<file path="config.mk">
export PLATFORM = sky130hd
export DESIGN_NAME = pmc_ctl
export DESIGN_NICKNAME = d
export VERILOG_FILES = /design/src/rtl/pmc_pkg.sv /design/src/rtl/pmc_thresh.sv /design/src/rtl/pmc_ctl.sv
export SDC_FILE = /design/constraint.sdc
export NUM_CORES = 2
export LEC_CHECK = 0
export BUFFER_PORTS_ARGS = -buffer_cell sky130_fd_sc_hd__buf_4
export CORE_UTILIZATION = 65
export DETAILED_ROUTE_END_ITERATION = 7
export PLACE_DENSITY_LB_ADDON = 0.05
export SYNTH_ARGS = -nofsm -noshare
export SYNTH_HDL_FRONTEND = slang
export SYNTH_HIERARCHICAL = 1
export SYNTH_SLANG_ARGS = --single-unit
</file>
<file path="constraint.sdc">
create_clock -name i_clk -period 7.2 [get_ports i_clk]
set_clock_uncertainty 0.2 [all_clocks]
set_input_delay 0.72 -clock i_clk [delete_from_list [all_inputs] [get_ports i_clk]]
set_output_delay 0.72 -clock i_clk [all_outputs]
set_load 0.1 [all_outputs]
</file>
<file path="src/rtl/pmc_pkg.sv">
// constants, carriers and state types for the module control block
// assumes a single 100 MHz clock; no bus, all control bits are ports
package pmc_pkg;
    localparam int CLK_HZ = 100_000_000;
    localparam int POR_TIME_MS = 140;
    localparam int POR_CYCLES = POR_TIME_MS * (CLK_HZ / 1000);
    localparam int FLT_RST_TIME_US = 10;
    localparam int FLT_RST_CYCLES = FLT_RST_TIME_US * (CLK_HZ / 1_000_000);
    localparam logic [6:0] ADDR_ID = 7'h50;
    localparam logic [6:0] ADDR_DIAG = 7'h51;
    localparam int ID_BYTES = 256;
    localparam int N_MON = 5;
    localparam int MON_W = 16;
    localparam logic [7:0] DIAG_ALARM_OFS = 8'h0A;
    localparam logic [7:0] DIAG_WARN_OFS = 8'h0B;
    // input synchroniser lanes
    localparam int SYNC_N = 6;
    localparam int SY_TX_OFF = 0;
    localparam int SY_FAULT = 1;
    localparam int SY_SUPPLY = 2;
    localparam int SY_NOLIGHT = 3;
    localparam int SY_SCL = 4;
    localparam int SY_SDA = 5;
    // pulled-up pins rest high: disable, no light, clock, data
    localparam logic [SYNC_N-1:0] SYNC_RST = 6'h39;
    localparam logic [3:0] BIT_LAST = 4'h8;

    typedef struct packed {
        logic [MON_W-1:0] alarm_hi;
        logic [MON_W-1:0] alarm_lo;
        logic [MON_W-1:0] warn_hi;
        logic [MON_W-1:0] warn_lo;
    } pmc_thr_s;

    typedef struct packed {
        logic en;
        logic [7:0] addr;
        logic [7:0] data;
    } pmc_idwr_s;

    typedef enum {S_IDLE, S_ADDR, S_AACK, S_WR, S_WACK, S_RD, S_RACK} pmc_tw_e;
endpackage : pmc_pkg

</file>
<file path="src/rtl/pmc_thresh.sv">
// threshold comparison of calibrated monitor values
// assumes values and limits arrive on the same clock
`timescale 1ns/1ps
module pmc_thresh import pmc_pkg::*; #(
    parameter int N = N_MON,
    parameter int W = MON_W
) (
    input wire logic i_clk,
    input wire logic i_resetn,
    input wire logic [N-1:0][W-1:0] i_value,
    input wire pmc_thr_s [N-1:0] i_thr,
    output logic [N-1:0][W-1:0] o_value,
    output logic [N-1:0] o_alarm,
    output logic [N-1:0] o_warn
);
    genvar g;
    generate
        for (g = 0; g < N; g++) begin : g_ch
            wire alarm_next = (i_value[g] > i_thr[g].alarm_hi) || (i_value[g] < i_thr[g].alarm_lo);
            wire warn_next = (i_value[g] > i_thr[g].warn_hi) || (i_value[g] < i_thr[g].warn_lo);
            always_ff @(posedge i_clk or negedge i_resetn) begin
                if (!i_resetn) begin
                    o_value[g] <= '0;
                    o_alarm[g] <= 1'b0;
                    o_warn[g] <= 1'b0;
                end else begin
                    o_value[g] <= i_value[g];
                    o_alarm[g] <= alarm_next;
                    o_warn[g] <= warn_next;
                end
            end

        end
    endgenerate
endmodule : pmc_thresh

</file>
<file path="src/rtl/pmc_ctl.sv">
// control, status and two-wire management logic of a pluggable module
// assumes pins are pulled up on the host side; the host drives the bus clock
`timescale 1ns/1ps
module pmc_ctl import pmc_pkg::*; #(
    parameter int P_POR_CYCLES = POR_CYCLES,
    parameter int P_N_MON = N_MON
) (
    input wire logic i_clk,
    input wire logic i_resetn,
    input wire logic i_supply_ok,
    input wire logic i_transmit_disable,
    input wire logic i_laser_fault,
    input wire logic i_rx_no_light,
    input wire logic i_id_bus_clock,
    input wire logic i_id_bus_data,
    output logic o_id_bus_data,
    output logic o_id_bus_data_oe,
    output logic o_module_present,
    output logic o_module_present_oe,
    output logic o_laser_en,
    output logic o_tx_fault,
    output logic o_no_light_flag,
    output logic [P_N_MON-1:0] o_alarm,
    output logic [P_N_MON-1:0] o_warn,
    input wire pmc_idwr_s i_id_wr,
    input wire logic [P_N_MON-1:0][MON_W-1:0] i_mon_value,
    input wire pmc_thr_s [P_N_MON-1:0] i_thr
);
    localparam int POR_W = $clog2(P_POR_CYCLES + 1);
    localparam int FR_W = $clog2(FLT_RST_CYCLES + 1);

    function automatic logic addr_hit(input logic [7:0] b);
        addr_hit = (b[7:1] == ADDR_ID) || (b[7:1] == ADDR_DIAG);
    endfunction : addr_hit

    // three-stage input capture; a change counts once stages two and three agree
    logic [SYNC_N-1:0] s1_reg, s2_reg, s3_reg, flt_reg;
    wire [SYNC_N-1:0] pins = {i_id_bus_data, i_id_bus_clock, i_rx_no_light,
                              i_supply_ok, i_laser_fault, i_transmit_disable};
    wire [SYNC_N-1:0] flt_next = (~(s2_reg ^ s3_reg) & s3_reg) | ((s2_reg ^ s3_reg) & flt_reg);
    always_ff @(posedge i_clk or negedge i_resetn) begin
        if (!i_resetn) begin
            s1_reg <= SYNC_RST;
            s2_reg <= SYNC_RST;
            s3_reg <= SYNC_RST;
            flt_reg <= SYNC_RST;
        end else begin
            s1_reg <= pins;
            s2_reg <= s1_reg;
            s3_reg <= s2_reg;
            flt_reg <= flt_next;
        end
    end
    wire tx_off_q = flt_reg[SY_TX_OFF];
    wire fault_q = flt_reg[SY_FAULT];
    wire supply_q = flt_reg[SY_SUPPLY];
    wire nl_q = flt_reg[SY_NOLIGHT];
    wire scl = flt_reg[SY_SCL];
    wire sda = flt_reg[SY_SDA];

    // supervisor: restart the hold count on every dip
    logic [POR_W-1:0] por_cnt_reg;
    wire por_active = (por_cnt_reg != POR_W'(P_POR_CYCLES));
    wire [POR_W-1:0] por_cnt_next = !supply_q ? '0 :
                                    por_active ? por_cnt_reg + 1'b1 : por_cnt_reg;
    // fault latch: cleared only by disable held for the reset time
    logic [FR_W-1:0] dis_cnt_reg;
    logic fault_reg, laser_en_reg, nl_reg;
    wire dis_held = (dis_cnt_reg == FR_W'(FLT_RST_CYCLES));
    wire [FR_W-1:0] dis_cnt_next = !tx_off_q ? '0 : dis_held ? dis_cnt_reg : dis_cnt_reg + 1'b1;
    wire fault_next = fault_q | (fault_reg & ~dis_held);
    wire laser_en_next = !tx_off_q && !por_active && !fault_q && !fault_reg;
    always_ff @(posedge i_clk or negedge i_resetn) begin
        if (!i_resetn) begin
            por_cnt_reg <= '0;
            dis_cnt_reg <= '0;
            fault_reg <= 1'b0;
            laser_en_reg <= 1'b0;
            nl_reg <= 1'b1;
        end else begin
            por_cnt_reg <= por_cnt_next;
            dis_cnt_reg <= dis_cnt_next;
            fault_reg <= fault_next;
            laser_en_reg <= laser_en_next;
            nl_reg <= nl_q;
        end
    end
    assign o_laser_en = laser_en_reg;
    assign o_tx_fault = fault_reg;
    assign o_no_light_flag = nl_reg;
    assign o_module_present = 1'b0;
    assign o_module_present_oe = 1'b1;

    // diagnostic monitor
    logic [P_N_MON-1:0][MON_W-1:0] mon_q;
    pmc_thresh #(.N(P_N_MON), .W(MON_W)) u_thresh (
        .i_clk(i_clk),
        .i_resetn(i_resetn),
        .i_value(i_mon_value),
        .i_thr(i_thr),
        .o_value(mon_q),
        .o_alarm(o_alarm),
        .o_warn(o_warn)
    );

    // identification storage, loaded at manufacture through the write port
    logic [7:0] id_mem [ID_BYTES];
    always_ff @(posedge i_clk) begin
        if (i_id_wr.en) begin
            id_mem[i_id_wr.addr] <= i_id_wr.data;
        end
    end

    // two-wire slave
    pmc_tw_e st_reg;
    logic [3:0] cnt_reg;
    logic [7:0] sh_reg, ptr_reg;
    logic dev_reg, rw_reg, first_reg, oe_reg, scl_prev_reg, sda_prev_reg;
    wire scl_rise = scl && !scl_prev_reg;
    wire scl_fall = !scl && scl_prev_reg;
    wire bus_start = scl && scl_prev_reg && sda_prev_reg && !sda;
    wire bus_stop = scl && scl_prev_reg && !sda_prev_reg && sda;
    wire byte_done = scl_fall && (cnt_reg == BIT_LAST);
    wire [7:0] mon_idx = {1'b0, ptr_reg[7:1]};
    wire [MON_W-1:0] mon_word = (mon_idx < 8'(P_N_MON)) ? mon_q[mon_idx] : '0;
    wire [7:0] mon_byte = ptr_reg[0] ? mon_word[7:0] : mon_word[15:8];
    wire [7:0] diag_byte = (ptr_reg < DIAG_ALARM_OFS) ? mon_byte :
                           (ptr_reg == DIAG_ALARM_OFS) ? 8'(o_alarm) :
                           (ptr_reg == DIAG_WARN_OFS) ? 8'(o_warn) : 8'h00;
    // byte source selected by device address
    wire [7:0] rd_byte = dev_reg ? diag_byte : id_mem[ptr_reg];
    always_ff @(posedge i_clk or negedge i_resetn) begin
        if (!i_resetn) begin
            st_reg <= S_IDLE;
            cnt_reg <= '0;
            sh_reg <= '0;
            ptr_reg <= '0;
            dev_reg <= 1'b0;
            rw_reg <= 1'b0;
            first_reg <= 1'b0;
            oe_reg <= 1'b0;
            scl_prev_reg <= 1'b1;
            sda_prev_reg <= 1'b1;
        end else begin
            scl_prev_reg <= scl;
            sda_prev_reg <= sda;
            if (bus_start) begin
                st_reg <= S_ADDR;
                cnt_reg <= '0;
                oe_reg <= 1'b0;
            end else if (bus_stop) begin
                st_reg <= S_IDLE;
                oe_reg <= 1'b0;
            end else begin
                unique case (st_reg)
                    S_IDLE: begin
                        oe_reg <= 1'b0;
                    end
                    S_ADDR, S_WR: begin
                        if (scl_rise) begin
                            sh_reg <= {sh_reg[6:0], sda};
                            cnt_reg <= cnt_reg + 1'b1;
                        end
                        // acknowledge only the two module addresses
                        if (byte_done && st_reg == S_ADDR) begin
                            st_reg <= addr_hit(sh_reg) ? S_AACK : S_IDLE;
                            oe_reg <= addr_hit(sh_reg);
                            dev_reg <= sh_reg[1];
                            rw_reg <= sh_reg[0];
                            first_reg <= !sh_reg[0];
                        end else if (byte_done) begin
                            st_reg <= S_WACK;
                            oe_reg <= 1'b1;
                            first_reg <= 1'b0;
                            if (first_reg) begin
                                ptr_reg <= sh_reg;
                            end
                        end
                    end
                    S_AACK, S_WACK: begin
                        if (scl_fall) begin
                            cnt_reg <= '0;
                            st_reg <= rw_reg ? S_RD : S_WR;
                            oe_reg <= rw_reg ? !rd_byte[7] : 1'b0;
                            if (rw_reg) begin
                                sh_reg <= rd_byte;
                                ptr_reg <= ptr_reg + 1'b1;
                            end
                        end
                    end
                    S_RD: begin
                        if (scl_rise) begin
                            cnt_reg <= cnt_reg + 1'b1;
                        end
                        if (scl_fall) begin
                            sh_reg <= {sh_reg[6:0], 1'b0};
                            oe_reg <= (cnt_reg == BIT_LAST) ? 1'b0 : !sh_reg[6];
                            if (cnt_reg == BIT_LAST) begin
                                st_reg <= S_RACK;
                            end
                        end
                    end
                    S_RACK: begin
                        // host nack ends the read; ack continues at the next byte
                        if (scl_rise) begin
                            st_reg <= sda ? S_IDLE : S_AACK;
                        end
                    end
                endcase
            end
        end
    end
    // open-drain data: drive low only, clock is input only
    assign o_id_bus_data = 1'b0;
    assign o_id_bus_data_oe = oe_reg;
endmodule : pmc_ctl

</file>
# == After elaboration in Yosys (flattened, before gate mapping) ==
# Memories as Yosys holds them, arrays and structs flattened.
# Cells that the tools add are included.
# totals
reg_bits,209
mem_bits_rw,2048
input_bits,425
wordCells,207
mem_count,1
# classes
addsub,4
n_lt_le_gt_ge,23
eq_ne,31
muxes,53
bitwise,10
n_reduce_logical,51
# memory_table
name,depth,word_bits,read_ports,rd_ports_with_merged_regs,write_ports,line_no,source
id_mem,256,8,1,0,1,pmc_ctl.sv:107,logic [7:0] id_mem [ID_BYTES];
# op_table
operator,n
$mux 32,8
$gt 16x16->1,10
$lt 16x16->1,10
$pmux 32 s4,1
$eq 32x2->1 const B,3
$eq 32x3->1 const B,3
$mux 8,12
$bmux 16 s3,1
$mux 24,2
$eq 32x1->1 const B,1
$logic_not 32->1,1
$mux 16,2
$add 24x1->24 const B,1
$ne 24x24->1 const B,1
$pmux 8 s3,1
$mux 10,2
$ne 2x2->1 const B,9
$eq 8x4->1 const B,2
$mux 4,4
$ne 4x4->1 const B,4
$pmux 8 s2,1
$reduce_and 4->1,4
$eq 7x7->1 const B,2
$and 6x6->6,2
other kinds (35),85

# == Longest topological paths before layout ==
# logic_depth
word_depth,12
ltp_mapped,14
depth_no_buf,9

# == Modules after synthesis ==
# The synthesis kept the hierarchy.
# modules_own_cells
mod,instances,cells_per_inst,area_each_um2,seq_area_each_um2
pmc_ctl,1,4128,84735.0,63774.9
pmc_thresh,1,1170,9948.3,2252.2

# == Worst setup path before layout ==
# No wires, ideal clock.
# synth_timing
path_kind,register to register
from,reg ptr_reg[0]
to,reg sh_reg[4]
arrival_time_ns,2.709
required_ns,6.872
path_slack_ns,4.164
stages_incl_launch_ff,14
period_less_slack_ns,3.036
path_cell_list,dfrtp_1 -> buf_4 -> buf_4 -> inv_1 -> buf_2 -> buf_2 -> buf_2 -> ha_1 -> and4b_1 -> a221o_1 -> o211ai_1 -> nand4b_1 -> o21ai_0 -> nor3_1
# synth_between
elab_chain_cells,8
# synth_rtl
element,line_no,source
"start, declared",pmc_ctl.sv:117,"logic [7:0] sh_reg, ptr_reg;"
"start signal, assigned",pmc_ctl.sv:176,ptr_reg <= sh_reg;
"start signal, assigned",pmc_ctl.sv:187,ptr_reg <= ptr_reg + 1'b1;
branches (longest 4 deep; another with $mem_v2 256x8),n/a,
$mux 8 (*),pmc_ctl.sv:131,wire [7:0] rd_byte = dev_reg ? diag_byte : id_mem[ptr_reg];
$mux 8 (*),pmc_ctl.sv:185,if (rw_reg) begin
$mux 8 (*),pmc_ctl.sv:181,if (scl_fall) begin
$pmux 8 s3 (*),pmc_ctl.sv:155,unique case (st_reg)
"end signal, assigned",pmc_ctl.sv:161,"sh_reg <= {sh_reg[6:0], sda};"
"end signal, assigned",pmc_ctl.sv:186,sh_reg <= rd_byte;
"end signal, assigned",pmc_ctl.sv:196,"sh_reg <= {sh_reg[6:0], 1'b0};"
"end, declared",pmc_ctl.sv:117,
# Every way passes the cells marked *. The select of a mux whose other input is x is not followed.
# A chain may end at the register's enable or synchronous reset.

# == Worst setup path in the final report ==
# layout_timing
from,reg ptr_reg[0]
to,reg sh_reg[3]
# The elaborated chain is that of the path after synthesis.

==> summary.txt <==
Cells and area
  – Max FFs per register: about 2000
  – Area growth from synthesis to layout: 13.89%
  – Final net count: 6614
  – Layout cells sized above 1: a little under a quarter

Pwr
  – Leak: between 30 and 40 nW
  – Final Power: 27.07 mW
  – Max VDD drop: approximately 0.00023 V
  – PwrDens: 251.0 nW/um2

Place
  – IO buf count: 438
  – Post-DP HPWL: ~160000 um
  – DP Worst Slack: 2.617 ns
  – GP Congestion: ~0.94

Floorplanning
  – Die area: 147200 um2
  – Top Ports: 442
  – Initial Util: 65.75%
  – Die X: 383.7 um
  – Core area: 144000 um2
  – Site Rows: 139
  – Chip Height: between 300 and 400 um

STA
  – RSZ-0062 raised after global routing: false
  – Final hold violations: 0
  – Final worst setup slack: 2.483 ns
  – Final setup vio count: 0
  – Max Slew Vio Count: 0
  – Slew margin rel.: 11.67%
  – Setup TNS: 0 ns
  – Final period utilization: between 60% and 70%
  – Worst-Margin Slew: ~1.3 ns
  – F_max: 212.0 MHz
  – Min Tclk post-route: 4.717 ns

Setup path
  – CP arrival: 5.26 ns
  – CP Launch Type: flip-flop
  – Crit. End Element: flip-flop
  – CP max FO: between 50 and 60
  – WP data required: 7.74 ns
  – Setup Crit Path Kind: reg -> reg

Status
  – Failing checks: DRC
  – Status: finished, violations left

Clock network
  – Total CTS buffers: 208
  – Root buffer cell: clkbuf_16
  – CTS tree: built
  – Setup Fix Bufs, Post-CTS: 0
  – Clock sink count: 2228
  – Clock-pin slew on the worst setup and hold paths: 0.06 ns
  – Worst-Skew Late Latency: 0.85 ns
  – H-tree depth: 4
  – Max clock buf depth: 3

Drt
  – DRT Wirelength: between 200000 and 300000 um
  – DR iter-0 viols: approximately 7300
  – Post-DR vias/cell: 6.799
  – DRT Pass-1 Iters: 8
  – Wire per inst: 32.20 um
  – Via count: 54110
  – # DRC: 6
  – Routed Antenna Nets: 0

Logic synthesis
  – Async S/R FF share, synth: ~8%
  – Synthesis-stage register bit count: 2228
  – Number of flops mapped to enable cells by yosys: 2048
  – Synthesized area: 94680 um2
  – Synth top area share: 64.95%
  – Post-synthesis sequential area ratio: 69.73%
  – Most common cell in the netlist: edfxtp_1
  – Leading area contributor after synthesis: edfxtp_1
  – Synth area leaders: edfxtp_1 (65%), mux4_2 (13%), dfrtp_1 (4.3%)
  – Ys flop type: edfxtp_1
  – Yosys cell types: 83
  – Synthesized area per cell: ~18 um2
  – Post-synthesis cell count: between 5000 and 6000
  – Most instantiated cells after synthesis: edfxtp_1 (2048), mux4_2 (549), nor2_1 (333), inv_1 (322), ha_1 (318)
  – Ys Warns: 6

Global route
  – Number of global-route vias before repair: ~53000
  – Grt ovf: 0
  – Global-route wire length before repair: 366800 um
  – Antenna violations before repair: 4
  – Tot GR Track Use: 35.15%
  – Largest net degree at the start of global routing: between 200 and 250

Run
  – MaxCap Viol Count: 0

Min path
  – Hold Crit Class: in -> reg
final cells by class:
type	instances	area (um2)
fillers	8222	36170
clock buffers	268	5588
repair buffers	609	5017
diodes	3	7.507
multi-input cells	2497	26130
inverters	327	1236
well taps	1903	2381
clock inverters	124	1430
flip-flops and latches	2228	66040
power by group:
group / leakage [nW] / total [mW] / internal (mW) / switching (mW)
combinational: 13.3 / 1.44 / 0.539 / 0.896
clock: 3.42 / 11.3 / 6.44 / 4.82
sequential: 20.6 / 14.4 / 14.2 / 0.132
kinds of logic after synthesis:
group                    after synthesis  synth area share [%]
AO/OA/AOI/OAI                        527                 3.696
XOR/XNOR                              26                0.2405
adder cells (fa/ha/maj)              324                 4.266
buffers and inverters                574                 2.694
flip-flops                          2228                 69.73
multiplexers                         708                 14.83
other                                  2              0.007932
AND/OR/NAND/NOR                      909                 4.535
routing by layer:
layer | track usage, % | wire length, um
met5 | 0 | 33
met4 | 13.89 | 10950
met3 | 9.959 | 33230
met2 | 53.21 | 119400
met1 | 49.06 | 92670
placed cells by master (no fill, tap or decap), types with 24 or more instances in the layout:
cell,instances
inv_1,321
edfxtp_1,2048
nor2_1,331
and2_1,30
nand4_1,66
o21ai_0,81
clkbuf_1,41
a22oi_1,33
bufinv_16,26
nor3_1,24
mux4_2,549
dfrtp_1,155
clkinv_2,29
buf_4,497
nand3_1,94
clkbuf_16,209
nor2b_1,37
mux2i_1,142
dlygate4sd3_1,87
o22ai_1,26
ha_1,318
a21oi_1,147
clkinv_1,51
a21o_1,45
nand2_1,215
path summary, 6_finish.rpt:
check | from | end | slack (ns) | depth (start not counted)
worst max register to register | ptr_reg[0] | sh_reg[3] | 2.48 | 9
worst min-delay path | i_thr[143] | u_thresh/o_warn[2] | 0.09 | 4
min in group asynchronous | i_resetn | por_cnt_reg[12] | 0.29 | 2
worst min register to register | s1_reg[1] | s2_reg[1] | 0.15 | 0
worst max-delay path | ptr_reg[0] | sh_reg[3] | 2.48 | 9
max in group asynchronous | i_resetn | u_thresh/o_alarm[0] | 5.26 | 3
stage by stage:
stage               util (%)  cells  hold WS (ns)  cell area, um2
CTS                    74.88   7956       0.05710          107800
floorplan                  -   5299        0.1312           94690
global route           74.88   7956        0.1086          107800
detailed placement     69.40   7477        0.1426           99940
finish                 74.88   7959       0.09436          107800
global placement       69.39   7475        0.1357           99920
repair_timing:
| action | CTS | global route |
|---|---|---|
| endpoints found under the hold margin | 174 | 0 |
| gates resized for setup | 0 | 0 |
| hold buffers | 87 | 0 |
worst max-delay path: stages, from the launching register on:
cell	delay, ns
dfrtp_4	0.76
buf_12	0.37
clkinv_2	0.09
buf_4	0.44
buf_4	0.69
mux2i_1	0.32
o22ai_1	0.15
nor4_1	1.01
o2111ai_1	0.27
o211a_1	0.19
No activity file was read; power rests on OpenSTA's default activity.
